### src/core/stc_pkg.sv
// package: register map, field layout and constants for the 16-bit timer core
package stc_pkg;
    // register offsets (byte addresses, one aligned word each)
    localparam logic [7:0] OFS_COUNT_LO = 8'h00;
    localparam logic [7:0] OFS_COUNT_HI = 8'h04;
    localparam logic [7:0] OFS_CMPA_LO = 8'h08;
    localparam logic [7:0] OFS_CMPA_HI = 8'h0c;
    localparam logic [7:0] OFS_CMPB_LO = 8'h10;
    localparam logic [7:0] OFS_CMPB_HI = 8'h14;
    localparam logic [7:0] OFS_CAP_LO = 8'h18;
    localparam logic [7:0] OFS_CAP_HI = 8'h1c;
    localparam logic [7:0] OFS_CTRL_A = 8'h20;
    localparam logic [7:0] OFS_CTRL_B = 8'h24;
    localparam logic [7:0] OFS_FLAG = 8'h28;
    localparam logic [7:0] OFS_MASK = 8'h2c;
    localparam logic [7:0] OFS_POWER = 8'h30;

    // ctrl_b fields
    localparam int CS_LSB = 0;
    localparam int WGM_HI_LSB = 3;
    localparam int CAP_EDGE_BIT = 6;
    localparam int CAP_FILT_BIT = 7;
    // ctrl_a fields
    localparam int WGM_LO_LSB = 0;
    localparam int CAP_SRC_BIT = 2;

    // flag / mask bit positions
    localparam int FL_OVF = 0;
    localparam int FL_CMPA = 1;
    localparam int FL_CMPB = 2;
    localparam int FL_CAP = 5;

    localparam logic [7:0] CTRL_RESET = 8'h00;
    localparam logic [7:0] POWER_RESET = 8'h01;
    localparam logic [15:0] VAL_BOTTOM = 16'h0000;
    localparam logic [15:0] VAL_MAX = 16'hffff;
    localparam logic [15:0] TOP_8BIT = 16'h00ff;
    localparam logic [15:0] TOP_9BIT = 16'h01ff;
    localparam logic [15:0] TOP_10BIT = 16'h03ff;
    localparam int FILTER_LEN = 4;

    typedef enum logic [2:0] {
        STC_CS_STOP, STC_CS_DIV1, STC_CS_DIV8, STC_CS_DIV64,
        STC_CS_DIV256, STC_CS_DIV1024, STC_CS_EXT_FALL, STC_CS_EXT_RISE
    } stc_clksel_t;

    typedef struct packed {
        logic ovf;
        logic cmpa;
        logic cmpb;
        logic cap;
    } stc_events_t;
endpackage

### src/core/stc_tick.sv
// clock-select and prescaler: produces the one-cycle timer tick
`timescale 1ns/1ns
module stc_tick (
    input wire logic clk,
    input wire logic rstn,
    input wire logic run,
    input wire logic [2:0] clksel,
    input wire logic ext_pin_sync,
    output logic tick
);
    logic [9:0] prescale;
    logic ext_prev;
    logic next_tick;

    always_ff @(posedge clk) begin
        if (!rstn || !run) begin
            prescale <= 10'h000;
        end else begin
            prescale <= prescale + 10'h001;
        end
    end

    always_ff @(posedge clk) begin
        if (!rstn) begin
            ext_prev <= 1'b0;
        end else begin
            ext_prev <= ext_pin_sync;
        end
    end

    // idle when no source selected
    always_comb begin
        case (stc_pkg::stc_clksel_t'(clksel))
            stc_pkg::STC_CS_DIV1: next_tick = 1'b1;
            stc_pkg::STC_CS_DIV8: next_tick = (prescale[2:0] == 3'h7);
            stc_pkg::STC_CS_DIV64: next_tick = (prescale[5:0] == 6'h3f);
            stc_pkg::STC_CS_DIV256: next_tick = (prescale[7:0] == 8'hff);
            stc_pkg::STC_CS_DIV1024: next_tick = (prescale == 10'h3ff);
            stc_pkg::STC_CS_EXT_FALL: next_tick = ext_prev && !ext_pin_sync;
            stc_pkg::STC_CS_EXT_RISE: next_tick = !ext_prev && ext_pin_sync;
            default: next_tick = 1'b0;
        endcase
    end

    always_ff @(posedge clk) begin
        if (!rstn) begin
            tick <= 1'b0;
        end else begin
            tick <= run && next_tick;
        end
    end

    a_stop_no_tick: assert property (@(posedge clk) disable iff (!rstn)
        (clksel == 3'h0) |=> !tick)
        else $error("tick while no clock source selected");
endmodule

### src/core/stc_timer.sv
// 16-bit timer core with shared high-byte holding register, APB slave
`timescale 1ns/1ns
//
// Contract
// wide registers are 16 bits, reached as two separate byte accesses
// one 8-bit high-byte holding register shared by all wide registers
// low-byte write loads holding byte and written byte together
// low-byte read copies register high byte into holding register
// compare registers read both bytes directly, no holding register
// software writes high byte first, reads low byte first
// control registers are plain 8-bit, single access, no ordering
// every interrupt request is a flag bit, individually maskable
// four sources: overflow, compare A, compare B, capture
// tick from prescaler or external pin; idle with no source
// buffered compare values compared continuously; match sets flag
// capture pin or comparator edge stores count, optional filter; the code stores nothing while capture sets the ceiling (modes 8, 10, 12, 14)
// ceiling is fixed 0x00ff/0x01ff/0x03ff, compare A or capture
// compare A as ceiling in PWM: no output, value double buffered
// minimum is 0x0000, maximum is 0xffff
// timer runs only while power-down bit is zero
// software counter write wins over count or clear
// interrupt request only while flag and mask both set
module stc_timer (
    input wire logic clk,
    input wire logic rstn,
    input wire logic psel,
    input wire logic penable,
    input wire logic pwrite,
    input wire logic [7:0] paddr,
    input wire logic [31:0] pwdata,
    output logic [31:0] prdata,
    output logic pready,
    output logic pslverr,
    input wire logic external_count_pin,
    input wire logic capture_input_pin,
    input wire logic comparator_out,
    output logic [1:0] compare_output_pins,
    output logic irq
);
    // ------------------------------------------------------------
    // state
    // ------------------------------------------------------------
    logic [15:0] timer_count;
    logic [15:0] compare_a_value, compare_b_value;
    logic [15:0] cmpa_active, cmpb_active;
    logic [15:0] capture_value_reg;
    logic [7:0] hold_hi;
    logic [7:0] ctrl_a, ctrl_b;
    logic [7:0] timer_flag_reg, timer_mask_reg;
    logic timer_power_down_bit;
    logic [1:0] ext_sync, icp_sync, acmp_sync;
    logic timer_tick;
    logic [3:0] wgm;
    logic [15:0] top_val;
    logic at_top, pwm_mode, count_down;
    logic [3:0] filt_sr;
    logic cap_level, cap_prev, cap_edge;
    stc_pkg::stc_events_t ev;

    logic acc, wr, rd;
    logic [7:0] wbyte;

    assign acc = psel && penable;
    assign wr = acc && pwrite;
    assign rd = acc && !pwrite;
    assign wbyte = pwdata[7:0];
    assign wgm = {ctrl_b[stc_pkg::WGM_HI_LSB +: 2], ctrl_a[stc_pkg::WGM_LO_LSB +: 2]};

    function automatic logic hit(input logic [7:0] a, input logic [7:0] ofs);
        hit = (a == ofs);
    endfunction

    // ------------------------------------------------------------
    // pin synchronisers
    // ------------------------------------------------------------
    always_ff @(posedge clk) begin
        if (!rstn) begin
            ext_sync <= 2'b00;
            icp_sync <= 2'b00;
            acmp_sync <= 2'b00;
        end else begin
            ext_sync <= {ext_sync[0], external_count_pin};
            icp_sync <= {icp_sync[0], capture_input_pin};
            acmp_sync <= {acmp_sync[0], comparator_out};
        end
    end

    stc_tick u_tick (
        .clk(clk),
        .rstn(rstn),
        .run(!timer_power_down_bit),
        .clksel(ctrl_b[stc_pkg::CS_LSB +: 3]),
        .ext_pin_sync(ext_sync[1]),
        .tick(timer_tick)
    );

    // ------------------------------------------------------------
    // ceiling selection
    // ------------------------------------------------------------
    always_comb begin
        case (wgm)
            4'h1, 4'h5: top_val = stc_pkg::TOP_8BIT;
            4'h2, 4'h6: top_val = stc_pkg::TOP_9BIT;
            4'h3, 4'h7: top_val = stc_pkg::TOP_10BIT;
            4'h4, 4'h9, 4'hb, 4'hf: top_val = cmpa_active;
            4'h8, 4'ha, 4'hc, 4'he: top_val = capture_value_reg;
            default: top_val = stc_pkg::VAL_MAX;
        endcase
    end

    // modes other than normal (0), the two clear-on-match ones (4, 12) and mode 13 are PWM
    assign pwm_mode = !(wgm == 4'h0 || wgm == 4'h4 || wgm == 4'hc || wgm == 4'hd);
    assign at_top = (timer_count == top_val);

    // ------------------------------------------------------------
    // counter
    // ------------------------------------------------------------
    // phase-correct modes (1-3, 8-11) count up then down
    logic phase_mode;
    assign phase_mode = (wgm[3:2] == 2'b00 && wgm != 4'h0) || (wgm[3:2] == 2'b10);

    always_ff @(posedge clk) begin
        if (!rstn) begin
            timer_count <= stc_pkg::VAL_BOTTOM;
            count_down <= 1'b0;
        end else if (wr && hit(paddr, stc_pkg::OFS_COUNT_LO)) begin
            timer_count <= {hold_hi, wbyte};
        end else if (timer_tick) begin
            if (phase_mode) begin
                if (!count_down && at_top) begin
                    count_down <= 1'b1;
                    timer_count <= timer_count - 16'h0001;
                end else if (count_down && timer_count == stc_pkg::VAL_BOTTOM) begin
                    count_down <= 1'b0;
                    timer_count <= timer_count + 16'h0001;
                end else begin
                    timer_count <= count_down ? timer_count - 16'h0001
                                              : timer_count + 16'h0001;
                end
            end else if (at_top) begin
                timer_count <= stc_pkg::VAL_BOTTOM;
                count_down <= 1'b0;
            end else begin
                timer_count <= timer_count + 16'h0001;
            end
        end
    end

    // ------------------------------------------------------------
    // compare buffers: immediate in non-PWM, at top/bottom in PWM
    // ------------------------------------------------------------
    logic buf_load;
    assign buf_load = !pwm_mode ||
        (timer_tick && (phase_mode ? at_top : timer_count == stc_pkg::VAL_BOTTOM));

    always_ff @(posedge clk) begin
        if (!rstn) begin
            cmpa_active <= stc_pkg::VAL_BOTTOM;
            cmpb_active <= stc_pkg::VAL_BOTTOM;
        end else if (buf_load) begin
            cmpa_active <= compare_a_value;
            cmpb_active <= compare_b_value;
        end
    end

    // ------------------------------------------------------------
    // input capture with optional noise filter
    // ------------------------------------------------------------
    logic cap_src;
    assign cap_src = ctrl_a[stc_pkg::CAP_SRC_BIT] ? acmp_sync[1] : icp_sync[1];

    always_ff @(posedge clk) begin
        if (!rstn) begin
            filt_sr <= 4'h0;
            cap_level <= 1'b0;
            cap_prev <= 1'b0;
        end else begin
            filt_sr <= {filt_sr[2:0], cap_src};
            // filter needs stc_pkg::FILTER_LEN equal samples before a level change
            if (!ctrl_b[stc_pkg::CAP_FILT_BIT]) begin
                cap_level <= cap_src;
            end else if (filt_sr == 4'hf) begin
                cap_level <= 1'b1;
            end else if (filt_sr == 4'h0) begin
                cap_level <= 1'b0;
            end
            cap_prev <= cap_level;
        end
    end

    assign cap_edge = !timer_power_down_bit && (ctrl_b[stc_pkg::CAP_EDGE_BIT]
        ? (cap_level && !cap_prev) : (!cap_level && cap_prev));

    // ------------------------------------------------------------
    // events
    // ------------------------------------------------------------
    always_comb begin
        ev.ovf = timer_tick && (phase_mode ? (count_down && timer_count == 16'h0001)
                                           : (pwm_mode ? at_top
                                                       : timer_count == stc_pkg::VAL_MAX));
        ev.cmpa = timer_tick && (timer_count == cmpa_active);
        ev.cmpb = timer_tick && (timer_count == cmpb_active);
        ev.cap = cap_edge;
    end

    // ------------------------------------------------------------
    // software registers and capture register
    // ------------------------------------------------------------
    logic cap_is_top;
    assign cap_is_top = (top_val == capture_value_reg) && wgm[3] && !wgm[0];

    always_ff @(posedge clk) begin
        if (!rstn) begin
            capture_value_reg <= stc_pkg::VAL_BOTTOM;
        end else if (wr && hit(paddr, stc_pkg::OFS_CAP_LO)) begin
            capture_value_reg <= {hold_hi, wbyte};
        end else if (ev.cap && !cap_is_top) begin
            capture_value_reg <= timer_count;
        end
    end

    always_ff @(posedge clk) begin
        if (!rstn) begin
            compare_a_value <= stc_pkg::VAL_BOTTOM;
            compare_b_value <= stc_pkg::VAL_BOTTOM;
            ctrl_a <= stc_pkg::CTRL_RESET;
            ctrl_b <= stc_pkg::CTRL_RESET;
            timer_mask_reg <= stc_pkg::CTRL_RESET;
            timer_power_down_bit <= stc_pkg::POWER_RESET[0];
        end else if (wr) begin
            if (hit(paddr, stc_pkg::OFS_CMPA_LO)) begin
                compare_a_value <= {hold_hi, wbyte};
            end else if (hit(paddr, stc_pkg::OFS_CMPB_LO)) begin
                compare_b_value <= {hold_hi, wbyte};
            end else if (hit(paddr, stc_pkg::OFS_CTRL_A)) begin
                ctrl_a <= wbyte;
            end else if (hit(paddr, stc_pkg::OFS_CTRL_B)) begin
                ctrl_b <= wbyte;
            end else if (hit(paddr, stc_pkg::OFS_MASK)) begin
                timer_mask_reg <= wbyte;
            end else if (hit(paddr, stc_pkg::OFS_POWER)) begin
                timer_power_down_bit <= wbyte[0];
            end
        end
    end

    // shared high byte: written by any high-byte write, loaded by count and capture low reads
    always_ff @(posedge clk) begin
        if (!rstn) begin
            hold_hi <= 8'h00;
        end else if (wr && (hit(paddr, stc_pkg::OFS_COUNT_HI) || hit(paddr, stc_pkg::OFS_CMPA_HI)
                || hit(paddr, stc_pkg::OFS_CMPB_HI) || hit(paddr, stc_pkg::OFS_CAP_HI))) begin
            hold_hi <= wbyte;
        end else if (rd && hit(paddr, stc_pkg::OFS_COUNT_LO)) begin
            hold_hi <= timer_count[15:8];
        end else if (rd && hit(paddr, stc_pkg::OFS_CAP_LO)) begin
            hold_hi <= capture_value_reg[15:8];
        end
    end

    // ------------------------------------------------------------
    // flags: set wins over write-one-to-clear
    // ------------------------------------------------------------
    logic [7:0] ev_bits, clr_bits;
    logic [7:0] next_mask;
    always_comb begin
        ev_bits = 8'h00;
        ev_bits[stc_pkg::FL_OVF] = ev.ovf;
        ev_bits[stc_pkg::FL_CMPA] = ev.cmpa;
        ev_bits[stc_pkg::FL_CMPB] = ev.cmpb;
        ev_bits[stc_pkg::FL_CAP] = ev.cap;
        clr_bits = (wr && hit(paddr, stc_pkg::OFS_FLAG)) ? wbyte : 8'h00;
        // new mask too, so a cleared mask bit drops irq at once
        next_mask = (wr && hit(paddr, stc_pkg::OFS_MASK)) ? wbyte : timer_mask_reg;
    end

    always_ff @(posedge clk) begin
        if (!rstn) begin
            timer_flag_reg <= 8'h00;
        end else begin
            timer_flag_reg <= (timer_flag_reg & ~clr_bits) | ev_bits;
        end
    end

    always_ff @(posedge clk) begin
        if (!rstn) begin
            irq <= 1'b0;
        end else begin
            irq <= |(((timer_flag_reg & ~clr_bits) | ev_bits) & next_mask);
        end
    end

    // ------------------------------------------------------------
    // compare outputs: toggle on match; A silent when it sets the ceiling in a PWM mode
    // ------------------------------------------------------------
    logic a_is_top;
    assign a_is_top = (wgm == 4'h4) || (wgm == 4'h9) || (wgm == 4'hb) || (wgm == 4'hf);

    always_ff @(posedge clk) begin
        if (!rstn) begin
            compare_output_pins <= 2'b00;
        end else begin
            if (ev.cmpa && !(a_is_top && pwm_mode)) begin
                compare_output_pins[0] <= !compare_output_pins[0];
            end
            if (ev.cmpb) begin
                compare_output_pins[1] <= !compare_output_pins[1];
            end
        end
    end

    // ------------------------------------------------------------
    // APB read path; answers in the access cycle, no wait states
    // ------------------------------------------------------------
    logic [7:0] rbyte;
    logic mapped;
    always_comb begin
        rbyte = 8'h00;
        mapped = 1'b1;
        if (hit(paddr, stc_pkg::OFS_COUNT_LO)) begin
            rbyte = timer_count[7:0];
        end else if (hit(paddr, stc_pkg::OFS_COUNT_HI) || hit(paddr, stc_pkg::OFS_CAP_HI)) begin
            rbyte = hold_hi;
        end else if (hit(paddr, stc_pkg::OFS_CMPA_LO)) begin
            rbyte = compare_a_value[7:0];
        end else if (hit(paddr, stc_pkg::OFS_CMPA_HI)) begin
            rbyte = compare_a_value[15:8];
        end else if (hit(paddr, stc_pkg::OFS_CMPB_LO)) begin
            rbyte = compare_b_value[7:0];
        end else if (hit(paddr, stc_pkg::OFS_CMPB_HI)) begin
            rbyte = compare_b_value[15:8];
        end else if (hit(paddr, stc_pkg::OFS_CAP_LO)) begin
            rbyte = capture_value_reg[7:0];
        end else if (hit(paddr, stc_pkg::OFS_CTRL_A)) begin
            rbyte = ctrl_a;
        end else if (hit(paddr, stc_pkg::OFS_CTRL_B)) begin
            rbyte = ctrl_b;
        end else if (hit(paddr, stc_pkg::OFS_FLAG)) begin
            rbyte = timer_flag_reg;
        end else if (hit(paddr, stc_pkg::OFS_MASK)) begin
            rbyte = timer_mask_reg;
        end else if (hit(paddr, stc_pkg::OFS_POWER)) begin
            rbyte = {7'h00, timer_power_down_bit};
        end else begin
            mapped = 1'b0;
        end
    end

    // registered answer: setup cycle prepares, access cycle presents
    always_ff @(posedge clk) begin
        if (!rstn) begin
            prdata <= 32'h00000000;
            pready <= 1'b0;
            pslverr <= 1'b0;
        end else begin
            pready <= psel && !penable;
            pslverr <= psel && !penable && !mapped;
            prdata <= (psel && !penable && !pwrite) ? {24'h000000, rbyte} : 32'h00000000;
        end
    end

    // ------------------------------------------------------------
    // checks
    // ------------------------------------------------------------
    a_low_write_load: assert property (@(posedge clk) disable iff (!rstn)
        (wr && hit(paddr, stc_pkg::OFS_COUNT_LO)) |=> timer_count == $past({hold_hi, wbyte}))
        else $error("count low write did not load holding byte");
    a_low_read_latch: assert property (@(posedge clk) disable iff (!rstn)
        (rd && hit(paddr, stc_pkg::OFS_COUNT_LO)) |=> hold_hi == $past(timer_count[15:8]))
        else $error("count low read did not latch high byte");
    a_cmp_direct: assert property (@(posedge clk) disable iff (!rstn)
        (psel && !penable && !pwrite && hit(paddr, stc_pkg::OFS_CMPA_HI))
        |=> prdata[7:0] == $past(compare_a_value[15:8]))
        else $error("compare high read went through holding byte");
    a_flag_sticky: assert property (@(posedge clk) disable iff (!rstn)
        ev.cmpa |=> timer_flag_reg[stc_pkg::FL_CMPA])
        else $error("compare match flag not set");
    a_irq_gate: assert property (@(posedge clk) disable iff (!rstn)
        irq == |(timer_flag_reg & timer_mask_reg))
        else $error("interrupt not tied to flag and mask");
    a_power_hold: assert property (@(posedge clk) disable iff (!rstn)
        (timer_power_down_bit && !wr) [*2] |=> $stable(timer_count))
        else $error("counter moved while powered down");
    a_ceiling_wrap: assert property (@(posedge clk) disable iff (!rstn)
        (timer_tick && at_top && !phase_mode && !wr) |=> timer_count == stc_pkg::VAL_BOTTOM)
        else $error("counter did not wrap at ceiling");
    a_capture_store: assert property (@(posedge clk) disable iff (!rstn)
        (ev.cap && !cap_is_top && !wr) |=> capture_value_reg == $past(timer_count))
        else $error("capture did not store count");
    a_ctrl_single: assert property (@(posedge clk) disable iff (!rstn)
        (wr && hit(paddr, stc_pkg::OFS_CTRL_B)) |=> ctrl_b == $past(wbyte))
        else $error("control write not taken in one access");
    a_apb_ready: assert property (@(posedge clk) disable iff (!rstn)
        (psel && !penable) |=> pready)
        else $error("no answer in access cycle");
endmodule

### config.mk
export PLATFORM = sky130hd
export DESIGN_NAME = stc_timer
export DESIGN_NICKNAME = d
export VERILOG_FILES = /design/src/core/stc_pkg.sv /design/src/core/stc_tick.sv /design/src/core/stc_timer.sv
export SDC_FILE = /design/constraint.sdc
export NUM_CORES = 1
export LEC_CHECK = 0
export ABC_AREA = 1
export BUFFER_PORTS_ARGS = -buffer_cell sky130_fd_sc_hd__buf_2
export CAP_MARGIN = 20
export CORE_ASPECT_RATIO = 0.5
export CORE_UTILIZATION = 42
export CTS_BUF_LIST = sky130_fd_sc_hd__clkbuf_16
export DETAILED_ROUTE_END_ITERATION = 8
export GPL_TIMING_DRIVEN = 0
export PLACE_DENSITY_LB_ADDON = 0.25
export SLEW_MARGIN = 20
export SYNTH_ARGS = -nofsm -noshare
export SYNTH_HDL_FRONTEND = slang
export SYNTH_SLANG_ARGS = --single-unit
### constraint.sdc
create_clock -name clk -period 2.26 [get_ports clk]
set_clock_uncertainty 0.2 [all_clocks]
set_input_delay 0.226 -clock clk [delete_from_list [all_inputs] [get_ports clk]]
set_output_delay 0.226 -clock clk [all_outputs]
set_load 0.03 [all_outputs]
### Word level (Yosys, flattened, before mapping)

Index checks and enable logic that the tools add are counted.

* add/sub/neg operators: 3
* eq/ne operators: 48
* mux-type cells: 52
* bitwise gates (word level): 10
* reduce and logical (&&, ||, !) cells: 85

Operator list (number)
* two-way mux 16 bit: 9
* two-way mux 8 bit: 16
* case mux 16 bit (5 select lines): 1
* == test 16 bit: 4
* == test 8 x 6 -> 1 bit, second input constant: 5
* == test 4 bit, second input constant: 9
* == test 8 x 5 -> 1 bit, second input constant: 4
* logical AND 1 bit: 32
* two-way mux 1 bit: 25
* adder 16 x 1 -> 16 bit, second input constant: 1
* bitwise AND 8 bit: 2
* == test 16 x 1 -> 1 bit, second input constant: 1
* == test 16 bit, second input constant: 1
* == test 4 x 3 -> 1 bit, second input constant: 4
* == test 8 x 4 -> 1 bit, second input constant: 2
* zero test 1 bit: 16
* zero test 16 bit: 1
* subtractor 16 x 1 -> 16 bit, second input constant: 1
* == test 3 bit, second input constant: 5
* logical OR 1 bit: 13
* adder 10 x 1 -> 10 bit, second input constant: 1
* == test 10 bit, second input constant: 1
* == test 4 x 2 -> 1 bit, second input constant: 2
* == test 8 x 3 -> 1 bit, second input constant: 1
* other kinds (26): 41

* bits in registers: 199
* input bits: 48

### Longest topological paths before layout

* depth in word-level cells: 15
* gate-level depth with buffers: 20
* gate-level depth less buffers: 18

### Hierarchy

A second synthesis with hierarchy kept.

* cell total of the unflattened synthesis: 1559
* area, all modules: 9998.3 um^2

By module, submodules not included
* stc_timer: instances 1, cells each 1477, area an instance 9410.3 um^2, seq. area each 3263.1 um^2
* stc_tick: instances 1, cells each 82, area an instance 588.1 um^2, seq. area each 240.2 um^2

### Worst setup path before layout

Ideal clock, no wire load.

* path type: register to register
* start point: reg ctrl_b[4]
* end point: reg cmpa_active[15]
* library setup time: 117 ps
* data arrival time: 2111 ps
* path slack: -168 ps
* stages on the path, launching flop included: 20
* path buffers: 2
* path through: dfxtp_1 > inv_2 > nor2_4 > inv_2 > nand3_2 > buf_6 > nand3b_1 > nand2_1 > nand2_1 > nor2_1 > nand2_1 > nor2_4 > nand2_2 > nand2_1 > nand2_1 > nand2_2 > inv_2 > buf_6 > o21ai_1 > a21oi_1

* word-level cells in the longest chain between the ends: 7

Ends and longest elaborated chain
* start: declaration: RTL line stc_timer.sv:48 `logic [7:0] ctrl_a, ctrl_b;`
* start signal: assignment: RTL line stc_timer.sv:227 `ctrl_b <= stc_pkg::CTRL_RESET;`
* start signal: assignment: RTL line stc_timer.sv:238 `ctrl_b <= wbyte;`
* == test 4 bit, or another cell as far along: RTL line stc_timer.sv:101, stc_timer.sv:112
* OR reduction 4 bit or OR reduction 2 bit (tied branches): RTL line stc_timer.sv:101 `case (wgm)`
* case mux 16 bit (5 select lines): RTL line stc_timer.sv:101
* == test 16 bit: RTL line stc_timer.sv:113 `assign at_top = (timer_count == top_val);`
* two-way mux 1 bit: RTL line stc_timer.sv:154 `(timer_tick && (phase_mode ? at_top : timer_count == stc_pkg::VAL_BOTTOM));`
* logical AND 1 bit: RTL line stc_timer.sv:154
* logical OR 1 bit (*): RTL line stc_timer.sv:153 `assign buf_load = !pwm_mode ||`
* end signal: assignment: RTL line stc_timer.sv:158 `cmpa_active <= stc_pkg::VAL_BOTTOM;`
* end signal: assignment: RTL line stc_timer.sv:161 `cmpa_active <= compare_a_value;`
* end: declaration: RTL line stc_timer.sv:45 `logic [15:0] cmpa_active, cmpb_active;`

Every way passes the cells marked *; elsewhere a longest branch is shown, timed or not.
A chain may end at the register's enable or synchronous reset.

### Worst setup path after layout

* start point: reg ctrl_b[4]
* end point: reg cmpa_active[6]

Same word-level chain as after synthesis.

==> run summary <==
The flow ran to the end, but the final reports show violations. The checks that failed: setup timing. The library cells used most frequently in the layout, excluding fill and tap cells, are sky130_fd_sc_hd__nand2_1, sky130_fd_sc_hd__inv_1, sky130_fd_sc_hd__dfxtp_1. For this run, the leading register cell type out of synthesis is sky130_fd_sc_hd__dfxtp_1. The longest clock path from root to sink contains 2 buffers. The aggregate global routing overflow came out at 0. Port buffering added 35 buffers. The highest cell delay on the worst timing path is 0.66 ns. The first global-routing pass estimated 59,800 µm of wire. The number of flops mapped to enable cells by yosys is 0. Walking the worst path, the cells encountered are inv_4 -> buf_4 -> a21oi_1 -> inv_1 -> a21oi_1 -> nand2_2 -> nand2_8 -> inv_8 -> bufbuf_16 -> nor2_2 -> nor2_1.

The per-instance average area after synthesis is 6.43 µm². The width of the die came out at 219 µm. The portion of synthesized cell area occupied by the leading cell type is 35.4%.

The number of nets with antenna violations after routing is 0. The cell sitting at the root of the clock tree is a sky130_fd_sc_hd__clkbuf_16. The H-tree was split into 4 levels. The pin count of the biggest net entering global routing came out at 18. The initialized floorplan defines 39 standard-cell rows.

The warning count from the yosys run is 0. The final period utilization came out at 126%. The minimum clock period is 2.86 ns.

The number of instances in the synthesized netlist is 1,540. The kind of path behind the tightest hold check is primary input to flop. TritonCTS built the clock tree.

The total inserted antenna cells came out at 0. The data arrival time of the critical path came out at 3.01 ns. The most common cell after layout, fill and taps aside is sky130_fd_sc_hd__nand2_1. The post-DP HPWL came out at 29,900 µm. Counting flops and latches in the post-synthesis netlist gives 175. Of all cell types, the one taking the most synthesized area is sky130_fd_sc_hd__dfxtp_1.

For the worst setup path, the data required time is 2.41 ns. The area of the placeable core came out at 23,000 µm². The worst hold slack after final layout is 0.0202 ns. The number of detailed-routing iterations run before antenna repair is 6. In the post-synthesis netlist, the biggest area contributors are sky130_fd_sc_hd__dfxtp_1, sky130_fd_sc_hd__nand2_1, sky130_fd_sc_hd__o21ai_0.

After synthesis, the share of flip-flops with an asynchronous set or reset is 0%. The slew at the pin closest to its max-slew limit is 0.870 ns. The final weighted congestion of routability-driven global placement came out at 1.01.

The power density relative to cell area came out at 527 nW/µm². Timing would allow up to 350 MHz. The slowest cell on the critical path is sky130_fd_sc_hd__a21oi_1.

The netlist area before placement came out at 9900 µm². The number of clock sinks is 175. The CTS clock-pin slew for the worst setup and hold paths came out at 0.07 ns. In this design, the critical path's most frequently occurring cell is sky130_fd_sc_hd__a21oi_1. The smallest setup slack after layout came out at -0.598 ns. The number of antenna violations at the first check in global routing is 0.

The relative max-transition margin came out at 42.0%. The number of distinct library cells after synthesis came out at 37. The number of buffer and inverter stages on the critical path came out at 5.

After detailed routing, the number of remaining DRC violations is 0. Summed over all layers, the routed wires come to 40,200 µm. The maximum fanout encountered on the critical timing path is 7.

The worst setup path is launched from a flop. The number of clock buffers inserted by TritonCTS is 17. Total power for the finished layout comes to 6.48 mW. The total routing resource utilization after global routing is 33.2%. Setup violations remaining at the end of the flow were counted as 51. The routed via count came out at 11,300.

The worst-case vdd ir drop came out at 0.537 mV. The fraction of the yosys area taken by sequential cells is 35.4%. At the later pin of the worst-skew pair, clock insertion delay measures 0.45 ns. The worst setup path is captured at a flop.

The count of final hold-check violations was 0. The share of final-layout standard cells stronger than drive strength 1 came out at 18.4%. The number of nets in the final layout is 1,714. The floorplan die height came out at 111 µm. The number of global-route vias before repair was 9,978. The floorplan step defined a die boundary enclosing 24,200 µm². In the final routed layout, each cell accounts on average for 20.3 µm. The final count of pins violating max slew is 0. The path type of the worst setup path is flop to flop. The starting utilization of the core area came out at 43.1%. The cell family contributing the most delay on the critical path is compound AO/OA/AOI/OAI gates.

The synthesis-to-finish area growth is 24.2%. The first-iteration detailed-routing DRC count is 1,434. The total of max-cap violations came out at 0. Setup repair after global routing could not meet its margin everywhere. The post-detailed-route via-to-cell ratio is 5.68. Summed over all cells, the static leakage comes to 5.20 nW. The number of top-level design ports came out at 85.
worst min-delay path: stages:
cell	delay, ns
sky130_fd_sc_hd__buf_2	0.22
sky130_fd_sc_hd__nand2_1	0.11
sky130_fd_sc_hd__a31oi_1	0.07
timing repair:
item                                    in CTS  in global routing
endpoints found under the hold margin       10                  0
pin swaps                                   27                 30
buffers inserted                            29                 11
gates resized for setup                    122                 83
hold buffers                                 8                  0
endpoints found under the setup margin     114                110
cloned                                       7                  0
power breakdown:
part	internal, mW	switching [mW]
logic	0.0923	0.250
clock network	1.62	1.43
registers	3.09	0.00581
total	4.80	1.68
per-layer routing:
layer / share of wire (%) / vias up / global-route usage, %
li1: - / 5259 / -
met1: 43 / 5258 / 46.9
met2: 42 / 632 / 49.1
met3: 11 / 101 / 7.60
met4: 3.2 / 0 / 11.9
met5: 0 / - / 0
cells by family after synthesis:
group	Yosys count	synth area share, %
adder cells (fa/ha/maj)	5	0.632
XOR/XNOR	36	3.18
multiplexers	2	0.202
other	1	0.0379
AND/OR/NAND/NOR	648	27.6
buffers and inverters	288	12.3
AO/OA/AOI/OAI	385	20.6
flip-flops	175	35.4
cells in the mapped netlist (10+ instances only):
| cell | count |
|---|---|
| sky130_fd_sc_hd__a21oi_1 | 148 |
| sky130_fd_sc_hd__nand4_1 | 38 |
| sky130_fd_sc_hd__o22ai_1 | 17 |
| sky130_fd_sc_hd__inv_1 | 179 |
| sky130_fd_sc_hd__a31oi_1 | 10 |
| sky130_fd_sc_hd__o21ai_0 | 155 |
| sky130_fd_sc_hd__xor2_1 | 27 |
| sky130_fd_sc_hd__nand2_1 | 348 |
| sky130_fd_sc_hd__o21ai_1 | 29 |
| sky130_fd_sc_hd__buf_4 | 30 |
| sky130_fd_sc_hd__nand3_1 | 68 |
| sky130_fd_sc_hd__nor2_1 | 148 |
| sky130_fd_sc_hd__dfxtp_1 | 175 |
| sky130_fd_sc_hd__clkbuf_1 | 58 |
| sky130_fd_sc_hd__nor3_1 | 21 |
area by class of cell:
cell class                      instances  area [µm²]
Timing Repair Buffer                   90         741
Buffer                                 88         567
Tap cell                              307         384
Sequential cell                       175        3530
Clock buffer                           18         450
Clock inverter                         14         144
Fill cell                            2284       10700
Inverter                              189         748
Multi-Input combinational cell       1100        5740
path summary, 6_finish.rpt:
check / from / endpoint / slack [ns] / cells after the start
setup / recovery: ctrl_b[4]$_SDFFE_PN0P_ / cmpa_active[6]$_SDFFE_PN0P_ / -0.60 / 11
hold / removal: pwdata[7] / hold_hi[7]$_SDFFE_PN0P_ / 0.02 / 3
setup reg to reg: ctrl_b[4]$_SDFFE_PN0P_ / cmpa_active[6]$_SDFFE_PN0P_ / -0.60 / 11
hold reg to reg: acmp_sync[0]$_SDFF_PN0_ / acmp_sync[1]$_SDFF_PN0_ / 0.22 / 2
per-stage QoR:
step | setup TNS, ns | area [µm²] | setup slack (ns) | cells | util, %
finish | -26.17 | 12300 | -0.598 | 1981 | 53.5
global route | -30.51 | 12300 | -0.677 | 1981 | 53.5
CTS | -19.53 | 12000 | -0.462 | 1971 | 52.2
detailed placement | -99.76 | 10700 | -1.16 | 1905 | 46.3
global placement | -95.24 | 10700 | -1.11 | 1905 | 46.3
floorplan | -2.80 | 10100 | -0.115 | 1563 | -
(Power assumes the default switching activity.)
